===== config.mk =====
export PLATFORM = sky130hd
export DESIGN_NAME = nbc_host
export DESIGN_NICKNAME = d
export VERILOG_FILES = /design/src/hdl/nbc_pkg.sv /design/src/hdl/nbc_host.sv /design/src/hdl/nbc_phase_timer.sv
export SDC_FILE = /design/constraint.sdc
export NUM_CORES = 1
export LEC_CHECK = 0
export BUFFER_PORTS_ARGS = -buffer_cell sky130_fd_sc_hd__buf_2
export CORE_MARGIN = 2
export CORE_UTILIZATION = 50
export DETAILED_ROUTE_END_ITERATION = 7
export PLACE_DENSITY = 0.73
export SLEW_MARGIN = 20
export SYNTH_ARGS = -nofsm -noshare
export SYNTH_HDL_FRONTEND = slang
export SYNTH_HIERARCHICAL = 1
export SYNTH_SLANG_ARGS = --single-unit

===== constraint.sdc =====
create_clock -name sys_clk -period 5 [get_ports sys_clk]
set_input_delay 0.75 -clock sys_clk [delete_from_list [all_inputs] [get_ports sys_clk]]
set_output_delay 0.75 -clock sys_clk [all_outputs]
set_load 0.03 [all_outputs]

===== src/hdl/nbc_pkg.sv =====
// Constants and types shared by the NAND bus-cycle host controller
package nbc_pkg;
  localparam int CLK_PERIOD_NS = 40;
  // Pin timing, in ns, for each phase of one bus cycle
  localparam int T_SETUP_NS = 20;
  localparam int T_STROBE_LOW_NS = 50;
  localparam int T_HOLD_NS = 20;
  localparam int SETUP_CYC_I = (T_SETUP_NS + CLK_PERIOD_NS - 1) / CLK_PERIOD_NS;
  localparam int LOW_CYC_I =
    (T_STROBE_LOW_NS + CLK_PERIOD_NS - 1) / CLK_PERIOD_NS;
  localparam int HOLD_CYC_I = (T_HOLD_NS + CLK_PERIOD_NS - 1) / CLK_PERIOD_NS;
  localparam int TMR_W = 4;
  localparam logic [TMR_W-1:0] SETUP_LOAD =
    TMR_W'((SETUP_CYC_I < 1 ? 1 : SETUP_CYC_I) - 1);
  localparam logic [TMR_W-1:0] LOW_LOAD =
    TMR_W'((LOW_CYC_I < 1 ? 1 : LOW_CYC_I) - 1);
  localparam logic [TMR_W-1:0] HOLD_LOAD =
    TMR_W'((HOLD_CYC_I < 1 ? 1 : HOLD_CYC_I) - 1);
  // Array geometry
  localparam int COL_W = 13;
  localparam int PAGE_W = 6;
  localparam int BLOCK_W = 12;
  localparam int ROW_W = PAGE_W + BLOCK_W;
  localparam int PAGE_BYTES = 2176;
  localparam int PAGES_PER_BLOCK = 64;
  localparam logic [2:0] ADDR_LAST = 3'h4;
  // Register map, byte addresses
  localparam logic [7:0] REG_CTRL = 8'h00;
  localparam logic [7:0] REG_CMD = 8'h04;
  localparam logic [7:0] REG_COL = 8'h08;
  localparam logic [7:0] REG_ROW = 8'h0c;
  localparam logic [7:0] REG_ADDR_GO = 8'h10;
  localparam logic [7:0] REG_DATA = 8'h14;
  localparam logic [7:0] REG_READ = 8'h18;
  localparam logic [7:0] REG_STATUS = 8'h1c;
  // Control bits
  localparam int CTRL_SEL = 0;
  localparam int CTRL_WP_OFF = 1;
  localparam logic [1:0] CTRL_RESET = 2'h0;
  // Status bits
  localparam int ST_SEQ_BUSY = 0;
  localparam int ST_DEV_READY = 1;
  localparam int ST_ERR_WP = 2;
  localparam int ST_ERR_COL = 3;
  localparam int ST_ERR_REFUSED = 4;
  localparam int ST_PLANE = 5;
  localparam int ST_MODIFY = 6;
  typedef enum logic [1:0] {K_CMD, K_ADDR, K_DIN, K_DOUT} nbc_kind_e;
endpackage


===== src/hdl/nbc_host.sv =====
// Host controller that drives NAND bus cycles from a register port
// Notes on behaviour
// - Command byte latched: CE low, CLE high, ALE low
// - Address byte latched: CE low, ALE high, CLE low
// - Full address sent as five address cycles
// - Program/erase cycles need write protect high
// - Data bytes written serially, write protect high
// - Read bytes by toggling read strobe, latches low
// - Keep read strobe high while device busy
// - Cycles one, two carry column bits
// - Cycles three to five carry page, block bits
// - Column bit 12 low; bit 11 limits range
//
// The register addresses and the plain strobed port were decided locally.
`timescale 1ns/1ps
module nbc_host (
  input wire logic sys_clk,
  input wire logic arst_n,
  input wire logic [7:0] regAddr,
  input wire logic [31:0] regWrData,
  input wire logic regWr,
  input wire logic regRd,
  output logic [31:0] regRdData,
  output logic chipEnable_n,
  output logic cmdLatch,
  output logic addrLatch,
  output logic writeStrobe_n,
  output logic read_strobe_n,
  output logic writeProtect_n,
  output logic [7:0] ioOut,
  output logic ioOe_n,
  input wire logic [7:0] ioIn,
  input wire logic readyBusy_n
);
  typedef enum logic [1:0] {S_IDLE, S_SETUP, S_STROBE, S_HOLD} nbc_state_e;

  nbc_state_e state;
  nbc_state_e next_state;
  nbc_pkg::nbc_kind_e kind;
  nbc_pkg::nbc_kind_e next_kind;
  logic [1:0] ctrl;
  logic [nbc_pkg::COL_W-1:0] column_addr;
  logic [nbc_pkg::ROW_W-1:0] rowAddr;
  logic [7:0] txByte;
  logic [7:0] rxByte;
  logic [2:0] addrIdx;
  logic [2:0] next_addrIdx;
  logic errWp;
  logic errCol;
  logic errRefused;
  logic modifyArmed;
  logic devReady;
  logic tmrLoad;
  logic [nbc_pkg::TMR_W-1:0] tmrVal;
  logic tmrDone;

  // Register decode
  wire wrCtrl = regWr && regAddr == nbc_pkg::REG_CTRL;
  wire wrCmd = regWr && regAddr == nbc_pkg::REG_CMD;
  wire wrCol = regWr && regAddr == nbc_pkg::REG_COL;
  wire wrRow = regWr && regAddr == nbc_pkg::REG_ROW;
  wire wrGo = regWr && regAddr == nbc_pkg::REG_ADDR_GO;
  wire wrData = regWr && regAddr == nbc_pkg::REG_DATA;
  wire wrRead = regWr && regAddr == nbc_pkg::REG_READ;
  wire wrStatus = regWr && regAddr == nbc_pkg::REG_STATUS;
  wire selOn = ctrl[nbc_pkg::CTRL_SEL];
  wire wpOff = ctrl[nbc_pkg::CTRL_WP_OFF];
  wire idle = state == S_IDLE;
  wire anyIssue = wrCmd || wrGo || wrData || wrRead;

  // Row layout: block above page
  wire [nbc_pkg::PAGE_W-1:0] page_addr = rowAddr[nbc_pkg::PAGE_W-1:0];
  wire [nbc_pkg::BLOCK_W-1:0] blockAddr =
    rowAddr[nbc_pkg::ROW_W-1:nbc_pkg::PAGE_W];
  wire planeSel = blockAddr[0];

  // Address bytes in bus order
  wire [7:0] addrByte0 = column_addr[7:0];
  wire [7:0] addrByte1 = {3'h0, column_addr[12:8]};
  wire [7:0] addrByte2 = {blockAddr[1:0], page_addr};
  wire [7:0] addrByte3 = blockAddr[9:2];
  wire [7:0] addrByte4 = {6'h00, blockAddr[11:10]};
  wire [7:0] addrByteSel =
    addrIdx == 3'h0 ? addrByte0 :
    addrIdx == 3'h1 ? addrByte1 :
    addrIdx == 3'h2 ? addrByte2 :
    addrIdx == 3'h3 ? addrByte3 : addrByte4;

  // Column must fit within page plus spare
  wire colBad = column_addr[12] ||
    (column_addr[11] && column_addr[10:7] != 4'h0);

  // Command bytes that start or confirm a program or erase
  wire [7:0] cmdByte = regWrData[7:0];
  wire cmdStartsModify = cmdByte == 8'h80 || cmdByte == 8'h85 ||
    cmdByte == 8'h8b || cmdByte == 8'h60;
  wire cmdConfirms = cmdByte == 8'h10 || cmdByte == 8'h11 ||
    cmdByte == 8'h81 || cmdByte == 8'hd0 || cmdByte == 8'hd1;
  wire cmdIsModify = cmdStartsModify || cmdConfirms;

  // Acceptance checks for each kind of request
  wire busyRefuse = anyIssue && (!idle || !selOn);
  wire cmdWpBad = wrCmd && cmdIsModify && !wpOff;
  wire goWpBad = wrGo && modifyArmed && !wpOff;
  wire dinWpBad = wrData && !wpOff;
  wire goColBad = wrGo && colBad;
  wire readBusyBad = wrRead && !devReady;
  wire wpBad = cmdWpBad || goWpBad || dinWpBad;
  wire refuse = busyRefuse || readBusyBad;
  wire accept = anyIssue && !refuse && !wpBad && !goColBad;

  nbc_phase_timer #(
    .W(nbc_pkg::TMR_W)
  ) u_timer (
    .sys_clk(sys_clk),
    .arst_n(arst_n),
    .load(tmrLoad),
    .loadVal(tmrVal),
    .done(tmrDone)
  );

  // Phase sequencer
  always_comb begin
    next_state = state;
    next_kind = kind;
    next_addrIdx = addrIdx;
    tmrLoad = 1'b0;
    tmrVal = nbc_pkg::SETUP_LOAD;
    case (state)
      S_IDLE: begin
        if (accept) begin
          next_state = S_SETUP;
          tmrLoad = 1'b1;
          next_addrIdx = 3'h0;
          if (wrCmd) begin
            next_kind = nbc_pkg::K_CMD;
          end else if (wrGo) begin
            next_kind = nbc_pkg::K_ADDR;
          end else if (wrData) begin
            next_kind = nbc_pkg::K_DIN;
          end else begin
            next_kind = nbc_pkg::K_DOUT;
          end
        end
      end
      S_SETUP: begin
        if (tmrDone) begin
          next_state = S_STROBE;
          tmrLoad = 1'b1;
          tmrVal = nbc_pkg::LOW_LOAD;
        end
      end
      S_STROBE: begin
        if (tmrDone) begin
          next_state = S_HOLD;
          tmrLoad = 1'b1;
          tmrVal = nbc_pkg::HOLD_LOAD;
        end
      end
      S_HOLD: begin
        if (tmrDone) begin
          if (kind == nbc_pkg::K_ADDR && addrIdx != nbc_pkg::ADDR_LAST) begin
            next_state = S_SETUP;
            next_addrIdx = addrIdx + 3'h1;
            tmrLoad = 1'b1;
          end else begin
            next_state = S_IDLE;
          end
        end
      end
      default: begin
        next_state = S_IDLE;
      end
    endcase
  end

  // Pin levels for the next cycle
  wire nextActive = next_state != S_IDLE;
  wire nextLow = next_state == S_STROBE;
  wire isWriteKind = next_kind != nbc_pkg::K_DOUT;
  wire next_cmdLatch = nextActive && next_kind == nbc_pkg::K_CMD;
  wire next_addrLatch = nextActive && next_kind == nbc_pkg::K_ADDR;
  wire next_writeStrobe_n = !(nextLow && isWriteKind);
  wire next_read_strobe_n = !(nextLow && !isWriteKind);
  wire next_ioOe_n = !(nextActive && isWriteKind);
  wire [7:0] next_ioOut = next_kind == nbc_pkg::K_ADDR ?
    (next_addrIdx == addrIdx && state != S_IDLE ? addrByteSel :
     next_addrIdx == 3'h0 ? addrByte0 :
     next_addrIdx == 3'h1 ? addrByte1 :
     next_addrIdx == 3'h2 ? addrByte2 :
     next_addrIdx == 3'h3 ? addrByte3 : addrByte4) :
    (state == S_IDLE ? cmdByte : txByte);
  wire captureRx = state == S_STROBE && tmrDone && kind == nbc_pkg::K_DOUT;

  always_ff @(posedge sys_clk or negedge arst_n) begin
    if (!arst_n) begin
      state <= S_IDLE;
      kind <= nbc_pkg::K_CMD;
      addrIdx <= 3'h0;
    end else begin
      state <= next_state;
      kind <= next_kind;
      addrIdx <= next_addrIdx;
    end
  end

  // Pins: chip enable follows select, latches never both high
  always_ff @(posedge sys_clk or negedge arst_n) begin
    if (!arst_n) begin
      chipEnable_n <= 1'b1;
      cmdLatch <= 1'b0;
      addrLatch <= 1'b0;
      writeStrobe_n <= 1'b1;
      read_strobe_n <= 1'b1;
      writeProtect_n <= 1'b0;
      ioOut <= 8'h00;
      ioOe_n <= 1'b1;
    end else begin
      chipEnable_n <= !selOn;
      cmdLatch <= next_cmdLatch;
      addrLatch <= next_addrLatch;
      writeStrobe_n <= next_writeStrobe_n;
      read_strobe_n <= next_read_strobe_n;
      writeProtect_n <= wpOff;
      ioOut <= next_ioOut;
      ioOe_n <= next_ioOe_n;
    end
  end

  // Software registers and device state
  always_ff @(posedge sys_clk or negedge arst_n) begin
    if (!arst_n) begin
      ctrl <= nbc_pkg::CTRL_RESET;
      column_addr <= '0;
      rowAddr <= '0;
      txByte <= 8'h00;
      rxByte <= 8'h00;
      devReady <= 1'b0;
      modifyArmed <= 1'b0;
    end else begin
      devReady <= readyBusy_n;
      if (wrCtrl) begin
        ctrl <= regWrData[1:0];
      end
      if (wrCol && idle) begin
        column_addr <= regWrData[nbc_pkg::COL_W-1:0];
      end
      if (wrRow && idle) begin
        rowAddr <= regWrData[nbc_pkg::ROW_W-1:0];
      end
      // Command and data bytes both stay on the bus for the whole cycle
      if (accept && (wrCmd || wrData)) begin
        txByte <= regWrData[7:0];
      end
      if (accept && wrCmd) begin
        modifyArmed <= cmdStartsModify;
      end
      if (captureRx) begin
        rxByte <= ioIn;
      end
    end
  end

  // Sticky errors: a new error wins over a write-one clear
  always_ff @(posedge sys_clk or negedge arst_n) begin
    if (!arst_n) begin
      errWp <= 1'b0;
      errCol <= 1'b0;
      errRefused <= 1'b0;
    end else begin
      errWp <= (wpBad && !refuse) ||
        (errWp && !(wrStatus && regWrData[nbc_pkg::ST_ERR_WP]));
      errCol <= (goColBad && !refuse) ||
        (errCol && !(wrStatus && regWrData[nbc_pkg::ST_ERR_COL]));
      errRefused <= refuse ||
        (errRefused && !(wrStatus && regWrData[nbc_pkg::ST_ERR_REFUSED]));
    end
  end

  // Read data, valid the cycle after the read strobe
  wire [31:0] statusWord = {25'h0, modifyArmed, planeSel, errRefused,
    errCol, errWp, devReady, !idle};
  wire [31:0] rdMux =
    regAddr == nbc_pkg::REG_CTRL ? {30'h0, ctrl} :
    regAddr == nbc_pkg::REG_COL ? {19'h0, column_addr} :
    regAddr == nbc_pkg::REG_ROW ? {14'h0, rowAddr} :
    regAddr == nbc_pkg::REG_DATA ? {24'h0, rxByte} :
    regAddr == nbc_pkg::REG_STATUS ? statusWord : 32'h0;

  always_ff @(posedge sys_clk or negedge arst_n) begin
    if (!arst_n) begin
      regRdData <= 32'h0;
    end else if (regRd) begin
      regRdData <= rdMux;
    end else begin
      regRdData <= 32'h0;
    end
  end
endmodule // nbc_host


===== src/hdl/nbc_phase_timer.sv =====
// Down counter that times one phase of a bus cycle
`timescale 1ns/1ps
module nbc_phase_timer #(
  parameter int W = 4
) (
  input wire logic sys_clk,
  input wire logic arst_n,
  input wire logic load,
  input wire logic [W-1:0] loadVal,
  output logic done
);
  logic [W-1:0] count;
  logic [W-1:0] next_count;

  assign next_count = load ? loadVal :
    (count != '0 ? count - W'(1) : count);
  // Done must not look at load: the sequencer derives load from done
  assign done = count == '0;

  always_ff @(posedge sys_clk or negedge arst_n) begin
    if (!arst_n) begin
      count <= '0;
    end else begin
      count <= next_count;
    end
  end
endmodule // nbc_phase_timer


# Word level (Yosys, flattened, before mapping)
# Index checks and enable logic that the tools add are counted.
[totals]
reg_bits = 112
out_inout_bits = 47
word_cells = 185
[op_classes]
n_addsub = 2
n_eq_ne = 32
n_mux = 41
reduce_logical = 87
[op_table]
columns = ["op", "count"]
rows = [
  ["8-bit two-way mux", 12],
  ["18-bit two-way mux", 4],
  ["8-bit by 5-bit equality test with 1-bit output (second input constant)", 6],
  ["8-bit equality test (second input constant)", 6],
  ["1-bit logical AND", 41],
  ["1-bit logical OR", 20],
  ["8-bit by 4-bit equality test with 1-bit output (second input constant)", 2],
  ["2-bit two-way mux", 8],
  ["1-bit logical NOT", 14],
  ["3-bit by 2-bit equality test with 1-bit output (second input constant)", 4],
  ["3-bit two-way mux", 3],
  ["2-bit equality test (second input constant)", 4],
  ["8-bit by 3-bit equality test with 1-bit output (second input constant)", 1],
  ["8-bit by 7-bit equality test with 1-bit output (second input constant)", 1],
  ["8-bit logical NOT", 1],
  ["1-bit two-way mux", 8],
  ["4-bit two-way mux", 2],
  ["2-bit case mux with 4 select lines", 1],
  ["4-bit nonzero test", 2],
  ["7-bit two-way mux", 1],
  ["2-bit by 1-bit equality test with 1-bit output (second input constant)", 3],
  ["3-bit by 1-bit equality test with 1-bit output (second input constant)", 2],
  ["3-bit logical NOT", 2],
  ["3-bit case mux with 2 select lines", 1],
  ["other kinds (10)", 13],
]

# Longest topological paths before layout
# Gate-level depths: netlist (run 1).
[logic_depth]
ltp_word = 22
ltp_mapped = 13

# By module
# The synthesis (run 1) kept the hierarchy.
[by_module_without_submodules]
columns = ["module", "n_inst", "cells_each", "area_per_inst_um2", "seq_area_each_um2"]
rows = [
  ["nbc_host", 1, 478, 5149.9, 2357.3],
  ["nbc_phase_timer", 1, 23, 232.7, 100.1],
]

# Worst setup path before layout (run 1)
# Ideal clock, no wire load.
[synth_timing]
path_kind = "input to register"
startpoint = "input port regWrData[6]"
endpoint = "register ioOut[1]"
t_arrival_ns = 2.761
t_required_ns = 4.880
path_slack_ns = 2.118
cell_stages = 11
n_path_buf = 3
path_cell_list = "buf_2 or3b_1 a2111oi_2 a31o_4 or3_1 a311o_1 buf_4 buf_6 mux2i_1 mux2i_1 o211a_1"
[synth_via]
elab_chain_cells = 22
word_cells_on_any_way = 41
cone_classes = "eq/ne (14); mux (10); reduce/logical (17)"
[synth_rtl]
columns = ["item", "line", "rtl"]
rows = [
  ["start: declaration", "nbc_host.sv:20", "input wire logic [31:0] regWrData,"],
  ["8-bit by 5-bit equality test with 1-bit output", "nbc_host.sv:97", "wire cmdConfirms = cmdByte == 8'h10 || cmdByte == 8'h11 ||"],
  ["1-bit logical OR (2 in series)", "nbc_host.sv:97", ""],
  ["1-bit logical OR (2 in series)", "nbc_host.sv:98", "cmdByte == 8'h81 || cmdByte == 8'hd0 || cmdByte == 8'hd1;"],
  ["1-bit logical OR (*)", "nbc_host.sv:99", "wire cmdIsModify = cmdStartsModify || cmdConfirms;"],
  ["1-bit logical AND (*) (2 in series)", "nbc_host.sv:103", "wire cmdWpBad = wrCmd && cmdIsModify && !wpOff;"],
  ["1-bit logical OR (*) (2 in series)", "nbc_host.sv:108", "wire wpBad = cmdWpBad || goWpBad || dinWpBad;"],
  ["1-bit logical NOT (*)", "nbc_host.sv:110", "wire accept = anyIssue && !refuse && !wpBad && !goColBad;"],
  ["1-bit logical AND (*) (2 in series)", "nbc_host.sv:110", ""],
  ["(+2 left out)", "--", ""],
  ["named net next_addrIdx[0]", "nbc_host.sv:47", "logic [2:0] next_addrIdx;"],
  ["3-bit by 2-bit equality test with 1-bit output", "nbc_host.sv:191", "next_addrIdx == 3'h3 ? addrByte3 : addrByte4) :"],
  ["8-bit two-way mux", "nbc_host.sv:191", ""],
  ["8-bit two-way mux", "nbc_host.sv:190", "next_addrIdx == 3'h2 ? addrByte2 :"],
  ["8-bit two-way mux", "nbc_host.sv:189", "next_addrIdx == 3'h1 ? addrByte1 :"],
  ["8-bit two-way mux", "nbc_host.sv:188", "next_addrIdx == 3'h0 ? addrByte0 :"],
  ["8-bit two-way mux (*)", "nbc_host.sv:187", "(next_addrIdx == addrIdx && state != S_IDLE ? addrByteSel :"],
  ["8-bit two-way mux (*)", "nbc_host.sv:186", "wire [7:0] next_ioOut = next_kind == nbc_pkg::K_ADDR ?"],
  ["named net next_ioOut[1]", "nbc_host.sv:186", ""],
  ["end signal: assignment", "nbc_host.sv:225", "ioOut <= next_ioOut;"],
  ["end: declaration", "nbc_host.sv:30", "output logic [7:0] ioOut,"],
]
# Mark *: on every way through the listed nets, which the timed path passes. The rest lies on a longest branch.
# A chain may end at the register's enable or synchronous reset.

# Worst setup path in the final report (run 1)
[layout_timing]
startpoint = "register state[1]"
endpoint = "register ioOut[3]"
[layout_via]
elab_chain_cells = 18
word_cells_on_any_way = 29
cone_classes = "eq/ne (6); mux (11); reduce/logical (12)"
[layout_rtl]
columns = ["item", "line", "rtl"]
rows = [
  ["start: declaration", "nbc_host.sv:37", "nbc_state_e state;"],
  ["start signal: assignment", "nbc_host.sv:201", "state <= next_state;"],
  ["2-bit logical NOT", "nbc_host.sv:68, nbc_host.sv:129, nbc_host.sv:192", ""],
  ["1-bit logical NOT", "nbc_host.sv:102", "wire busyRefuse = anyIssue && (!idle || !selOn);"],
  ["1-bit logical OR", "nbc_host.sv:102", ""],
  ["1-bit logical AND", "nbc_host.sv:102", ""],
  ["1-bit logical OR", "nbc_host.sv:109", "wire refuse = busyRefuse || readBusyBad;"],
  ["1-bit logical NOT", "nbc_host.sv:110", ""],
  ["1-bit logical AND (3 in series)", "nbc_host.sv:110", ""],
  ["3-bit two-way mux", "nbc_host.sv:131", "if (accept) begin"],
  ["3-bit case mux with 2 select lines", "nbc_host.sv:129", "case (state)"],
  ["3-bit by 2-bit equality test with 1-bit output", "nbc_host.sv:191", ""],
  ["8-bit two-way mux", "nbc_host.sv:191", ""],
  ["8-bit two-way mux", "nbc_host.sv:190", ""],
  ["8-bit two-way mux", "nbc_host.sv:189", ""],
  ["8-bit two-way mux", "nbc_host.sv:188", ""],
  ["8-bit two-way mux", "nbc_host.sv:187", ""],
  ["8-bit two-way mux (*)", "nbc_host.sv:186", ""],
  ["named net next_ioOut[3]", "nbc_host.sv:186", ""],
]
# Marks and branches as above.

==> results.sh, run 1 <==
export IMPL_cts_hold_buf=0
export IMPL_drv_cap=0
export IMPL_drc_errors=0
export IMPL_diodes=0
export IMPL_final_util_pct=57.5
export IMPL_rrSetupSlack_ns=1.69
export IMPL_synth_edf_count=0
export IMPL_yosysSeqAreaShare_pct=45.7
export IMPL_synthArstFlopShare_pct=100
export IMPL_placed_area_mm2=0.00578
export IMPL_critPathKind="reg2reg"
export IMPL_worstSetupEndpointType="flop"
export IMPL_gp_congestion=0.891
export IMPL_root_buffer="clkbuf_8"
export IMPL_synth_top_family_by_area="multiplexers"
export IMPL_r2r_end="ioOut[3]$_DFF_PN0_"
export IMPL_fp_dieArea_mm2=0.0116
export IMPL_dr_pass1_iters=5
export IMPL_final_area_mm2=0.00596
export IMPL_regArea_mm2=0.00246
export IMPL_ant_nets=0
export IMPL_clk_pin_slew_ns=0.09
export IMPL_slew_viol_final=0
export IMPL_synth_area_mux_share_pct=16.7
export IMPL_cp_startpoint="state[1]$_DFF_PN0_"
export IMPL_portBuffers=71
export IMPL_htreeDepth=3
export IMPL_cts_made_buffers=9
export IMPL_p_leak_nw=2.76
export IMPL_path_max_fanout=19
export IMPL_grt_first_pass_wirelength_um=20700
export IMPL_finalCriticalPeriod_ns=3.31
export IMPL_via_per_inst=5.84
export IMPL_pre_cts_ws_ns=1.36
export IMPL_clock_sinks=98
export IMPL_peakVddDrop_v=0.000210
export IMPL_die_h_um=108
export IMPL_cts_resized_gates=0
export IMPL_finalSetupViolCount=0
export IMPL_syn_area_mm2=0.00538
export IMPL_worst_pin_slew_ns=1.07
export IMPL_rows=37
export IMPL_synth_xor_area_share_pct=0.325
export IMPL_post_cts_buffers=0
export IMPL_cp_start_kind="flop"
export IMPL_drt_iter0_drc=240
export IMPL_yosysWarningCount=6
export IMPL_clkLatencyLatePin_ns=0.38
export IMPL_antenna_found_initial=0
export IMPL_start_util_pct=51.9
export IMPL_synth_cell_types=75
export IMPL_period_share_pct=66.1
export IMPL_fmax_ghz=0.302
export IMPL_multi_input_area_mm2=0.00269
export IMPL_fin_setup_tns_ns=0
export IMPL_place_hpwl_um=9280
export IMPL_drive_above_1_share_pct=29.1
export IMPL_cts_tree="done"
export IMPL_overflow=0
export IMPL_routed_wl_um=12700
export IMPL_clock_path_buffers=2
export IMPL_hold_ws_ns=0.315
export IMPL_r2r_cells=9
export IMPL_synthAdderAreaFrac_pct=2.32
export IMPL_synth_compound_area_share_pct=15.2
export IMPL_min_delay_path_class="in2async"
export IMPL_cp_arrival_ns=3.58
export IMPL_grt_max_degree=65
export IMPL_yosys_area_share_simple_pct=14.2
export IMPL_syn_to_final_growth_pct=10.7
export IMPL_skew_ns=0.0137
export IMPL_first_global_vias=3980
export IMPL_synth_seq_cells=98
export IMPL_dieWidth_um=108
export IMPL_hold_viol_final=0
export IMPL_powerDensity_mw_per_mm2=347
export IMPL_track_usage_pct=23.3
export IMPL_avgSynthCellArea_um2=10.7
export IMPL_ios=100
export IMPL_cp_data_required_time_ns=5.28
export IMPL_rsz0062_at_grt="no"
export IMPL_routedWlPerCell_um=18.0
export IMPL_r2r_start="state[1]$_DFF_PN0_"
export IMPL_synth_main_ff_cell="dfrtp_1"
export IMPL_setup_slack_ns=1.69
export IMPL_fill_cells=900
export IMPL_nets=628
export IMPL_syn_inst=501
export IMPL_relSlewSlack_pct=28.4
export IMPL_core_area_mm2=0.0104
export IMPL_status="finished, final reports clean"
export IMPL_via_count=4121
logic make-up after synthesis:
| group | Yosys count |
|---|---|
| mux | 82 |
| simple gates | 139 |
| flops | 98 |
| fa+ha+maj | 10 |
| other cells | 1 |
| xor+xnor | 2 |
| compound gates | 113 |
| buf+inv | 56 |
layout make-up:
cell class                      count  area share [%]
Clock buffer                       11            2.37
Clock inverter                      5           0.630
Timing Repair Buffer               77            6.76
Tap cell                          136            2.86
Inverter                           16            1.01
Multi-Input combinational cell    363            45.1
Sequential cell                    98            41.2
power breakdown:
group	switching [mW]	internal, mW
clock	0.279	0.196
sequential	0.0575	0.875
combinational	0.410	0.249
total	0.747	1.32
registers in the layout, indices dropped and copies added, names as in the netlist, 2 cells and up:
register / flops
rxByte: 8
u_timer/count: 4
ctrl: 2
txByte: 8
regRdData: 18
state: 2
kind: 2
column_addr: 13
rowAddr: 18
ioOut: 8
addrIdx: 3
critical path, stage by stage, from the launching register on:
cell and delay (ns):
dfrtp_1 0.43, inv_1 0.12, ha_1 0.70, inv_1 0.25, nor2_1 0.20, o21a_1 0.14, a311o_1 0.70, mux2i_1 0.16
mux2_2 0.30, o21ai_1 0.21
worst max path at each step:
| stage | endpoint | cells past startpoint | slack, ns |
|---|---|---|---|
| CTS | ioOut[0]$_DFF_PN0_ | 9 | 1.72 |
| floorplan | ioOut[1]$_DFF_PN0_ | 11 | 2.12 |
| detailed placement | ioOut[0]$_DFF_PN0_ | 9 | 1.36 |
| finish | ioOut[3]$_DFF_PN0_ | 9 | 1.69 |
| global route | ioOut[1]$_DFF_PN0_ | 9 | 1.39 |
| global placement | ioOut[0]$_DFF_PN0_ | 9 | 1.48 |
cells in the mapped netlist (2+ instances only):
| master | instances | area share (%) |
|---|---|---|
| dfrtp_1 | 94 | 44 |
| mux2_2 | 48 | 10 |
| nand2_1 | 36 | 2.5 |
| nor2_1 | 31 | 2.2 |
| mux2i_1 | 29 | 5.4 |
| o21ai_0 | 27 | 2.5 |
| a21oi_1 | 21 | 2.0 |
| clkbuf_1 | 16 | 1.1 |
| buf_4 | 15 | 2.1 |
| inv_1 | 14 | 0.98 |
| nand3_1 | 13 | 1.2 |
| a22oi_1 | 12 | 1.7 |
| and3_1 | 11 | 1.3 |
| ha_1 | 10 | 2.3 |
| a221oi_1 | 6 | 0.98 |
| a222oi_1 | 6 | 1.1 |
| nor2b_1 | 6 | 0.70 |
| nor3_1 | 6 | 0.56 |
| o21ai_1 | 6 | 0.56 |
| buf_2 | 5 | 0.46 |
| a21boi_0 | 4 | 0.56 |
| dfstp_2 | 4 | 2.0 |
| o21a_1 | 4 | 0.56 |
| or3_1 | 4 | 0.46 |
| a311oi_2 | 3 | 0.84 |
| buf_6 | 3 | 0.63 |
| mux2_4 | 3 | 0.84 |
| nand3b_1 | 3 | 0.42 |
| nand4b_1 | 3 | 0.49 |
| o22ai_1 | 3 | 0.35 |
| a221o_1 | 2 | 0.37 |
| a31oi_1 | 2 | 0.23 |
| and2_1 | 2 | 0.23 |
| mux2_1 | 2 | 0.42 |
| nand4_1 | 2 | 0.23 |
| nor4_1 | 2 | 0.23 |
| o211a_1 | 2 | 0.37 |
| or2_1 | 2 | 0.23 |
| or2_2 | 2 | 0.23 |
| xnor2_1 | 2 | 0.33 |
per-layer routing:
layer  global-route usage [%]  vias up  routed length [µm]
li1                         -     1925                   -
met1                     32.7     1980                5670
met2                     34.9      198                5660
met3                     6.23       18                1140
met4                     8.42        0                 262
met5                        0        -                   0
per-stage QoR:
step / cells / total power [mW]
4_1_cts: 706 / 2.08
3_3_place_gp: 690 / 1.58
6_report: 706 / 2.07
3_5_place_dp: 690 / 1.60
5_1_grt: 706 / 2.19
2_1_floorplan: 517 / 1.43
placed cells by master (no fill, tap or decap), types with 14 or more instances in the layout:
cell type,Yosys,final
mux2i_1,29,29
a21oi_1,21,21
nor2_1,31,31
o21ai_0,27,27
buf_2,5,70
inv_1,14,14
mux2_2,48,48
conb_1,1,17
nand2_1,36,36
dfrtp_1,94,94
Note: power is estimated with default switching activity, not from simulation.
==> run 2: changes to the inputs <==
--- a/config.mk
+++ b/config.mk
@@ -9,7 +9,7 @@
 export CORE_MARGIN = 2
 export CORE_UTILIZATION = 50
 export DETAILED_ROUTE_END_ITERATION = 7
-export PLACE_DENSITY = 0.73
+export PLACE_DENSITY = 0.76
 export SLEW_MARGIN = 20
 export SYNTH_ARGS = -nofsm -noshare
 export SYNTH_HDL_FRONTEND = slang
==> constraint.sdc (replaced) <==
create_clock -name sys_clk -period 3 [get_ports sys_clk]
set_input_delay 0.45 -clock sys_clk [delete_from_list [all_inputs] [get_ports sys_clk]]
set_output_delay 0.45 -clock sys_clk [all_outputs]
set_load 0.03 [all_outputs]
==> run 2 against run 1 <==
  * First-iteration DRC count grew 20%
  * Non-clock buffer count grew 11
  * Setup slack lost 1.4 ns
  * Sequential cell count is the same
  * Fmax grew 21%
  * Critical endpoint unchanged
==> results.sh, run 2 (synthesized netlist as in run 1, its figures left out) <==
export IMPL_drive_above_1_share_pct=30.5
export IMPL_diodes=0
export IMPL_clock_path_buffers=2
export IMPL_first_global_vias=4057
export IMPL_cp_data_required_time_ns=3.29
export IMPL_skew_ns=0.0166
export IMPL_clk_pin_slew_ns=0.10
export IMPL_critPathKind="reg2reg"
export IMPL_cp_start_kind="flop"
export IMPL_dp_cells=701
export IMPL_die_h_um=108
export IMPL_cts_hold_buf=0
export IMPL_finalCriticalPeriod_ns=2.73
export IMPL_worstSetupEndpointType="flop"
export IMPL_post_cts_buffers=0
export IMPL_slowest_delay_ns=0.59
export IMPL_dr_pass1_iters=5
export IMPL_drv_cap=0
export IMPL_routed_wl_um=13300
export IMPL_place_hpwl_um=9780
export IMPL_min_delay_path_class="in2async"
export IMPL_p_leak_nw=2.86
export IMPL_portBuffers=71
export IMPL_clkLatencyLatePin_ns=0.38
export IMPL_nets=639
export IMPL_antenna_found_initial=0
export IMPL_fin_setup_tns_ns=0
export IMPL_cts_resized_gates=0
export IMPL_start_util_pct=51.9
export IMPL_peakVddDrop_v=0.000255
export IMPL_rsz0062_at_grt="no"
export IMPL_status="finished, final reports clean"
export IMPL_root_buffer="clkbuf_8"
export IMPL_rows=37
export IMPL_grt_first_pass_wirelength_um=21600
export IMPL_largestRegisters="regRdData: 18 flops, rowAddr: 18 flops, column_addr: 13 flops"
export IMPL_r2r_end="ioOut[3]$_DFF_PN0_"
export IMPL_ant_nets=0
export IMPL_dieWidth_um=108
export IMPL_htreeDepth=3
export IMPL_fp_dieArea_mm2=0.0116
export IMPL_rrSetupSlack_ns=0.27
export IMPL_relSlewSlack_pct=44.6
export IMPL_cp_arrival_ns=3.02
export IMPL_critical_path_top_delay_family="compound AO/OA/AOI/OAI gates"
export IMPL_track_usage_pct=24.2
export IMPL_ios=100
export IMPL_period_share_pct=90.9
export IMPL_clock_sinks=98
export IMPL_core_area_mm2=0.0104
export IMPL_routedWlPerCell_um=18.6
export IMPL_path_cells="or4_4, nand3_2, a31oi_2, o21a_1, a311o_1, buf_12, mux2i_1, mux2_2, o21ai_1"
export IMPL_crit_buf_inv=1
export IMPL_syn_to_final_growth_pct=14.0
export IMPL_layout_common_cells="dfrtp_1, buf_2, mux2_2"
export IMPL_powerDensity_mw_per_mm2=600
export IMPL_hold_viol_final=0
export IMPL_grt_max_degree=60
export IMPL_r2r_start="column_addr[7]$_DFFE_PN0P_"
export IMPL_gp_congestion=0.905
export IMPL_via_per_inst=5.98
export IMPL_fmax_ghz=0.367
export IMPL_final_common_cell="dfrtp_1"
export IMPL_slew_viol_final=0
export IMPL_cts_made_buffers=9
export IMPL_stdcell_count=717
export IMPL_drc_errors=0
export IMPL_finalSetupViolCount=0
export IMPL_r2r_cells=9
export IMPL_cp_slowest_cell="or4_4"
export IMPL_worst_pin_slew_ns=0.823
export IMPL_cts_tree="done"
export IMPL_overflow=0
export IMPL_path_max_fanout=17
export IMPL_drt_iter0_drc=289
export IMPL_via_count=4287
run 2: where the power goes:
part           total (mW)  internal, mW  switching [mW]
clock network       0.964         0.480           0.483
logic                1.17         0.450           0.715
registers            1.56          1.46          0.0964
run 2: layer usage:
| metal | GRT usage, % | vias up | wire, µm |
|---|---|---|---|
| li1 | - | 1960 | - |
| met2 | 36.5 | 213 | 6090 |
| met3 | 4.78 | 29 | 1090 |
| met1 | 34.5 | 2085 | 5860 |
| met5 | 0 | - | 0 |
| met4 | 9.52 | 0 | 311 |
run 2: worst max path at each step:
stage | slack (ns) | from | end | cells past startpoint
2_1_floorplan | 0.18 | u_timer/count[0]$_DFFE_PN0P_ | ioOut[0]$_DFF_PN0_ | 10
3_3_place_gp | 0.15 | regWrData[7] | ioOut[0]$_DFF_PN0_ | 10
3_5_place_dp | 0.13 | regWrData[7] | ioOut[5]$_DFF_PN0_ | 9
4_1_cts | 0.29 | column_addr[7]$_DFFE_PN0P_ | ioOut[4]$_DFF_PN0_ | 9
5_1_grt | 0.11 | u_timer/count[0]$_DFFE_PN0P_ | ioOut[3]$_DFF_PN0_ | 11
6_report | 0.27 | column_addr[7]$_DFFE_PN0P_ | ioOut[3]$_DFF_PN0_ | 9
run 2: stage by stage:
| step | setup slack (ns) | hold WS, ns | power, mW | area, µm² | utilization [%] |
|---|---|---|---|---|---|
| after global placement | 0.155 | 0.454 | 2.68 | 5910 | 57.0 |
| after CTS | 0.292 | 0.0521 | 3.69 | 6140 | 59.2 |
| after detailed placement | 0.134 | 0.464 | 2.73 | 5910 | 57.0 |
| after floorplan | 0.178 | 0.154 | 2.38 | 5440 | - |
| after global routing | 0.112 | 0.0796 | 3.88 | 6140 | 59.2 |
| final | 0.273 | 0.0463 | 3.68 | 6140 | 59.2 |
run 2: final cells by class:
class                           instances  area, µm²
Timing Repair Buffer                   88        536
Clock buffer                           10        128
Multi-Input combinational cell        363       2690
Sequential cell                        98       2460
Tap cell                              136        170
Fill cell                             891       4230
Clock inverter                          6       96.3
Inverter                               16       60.1
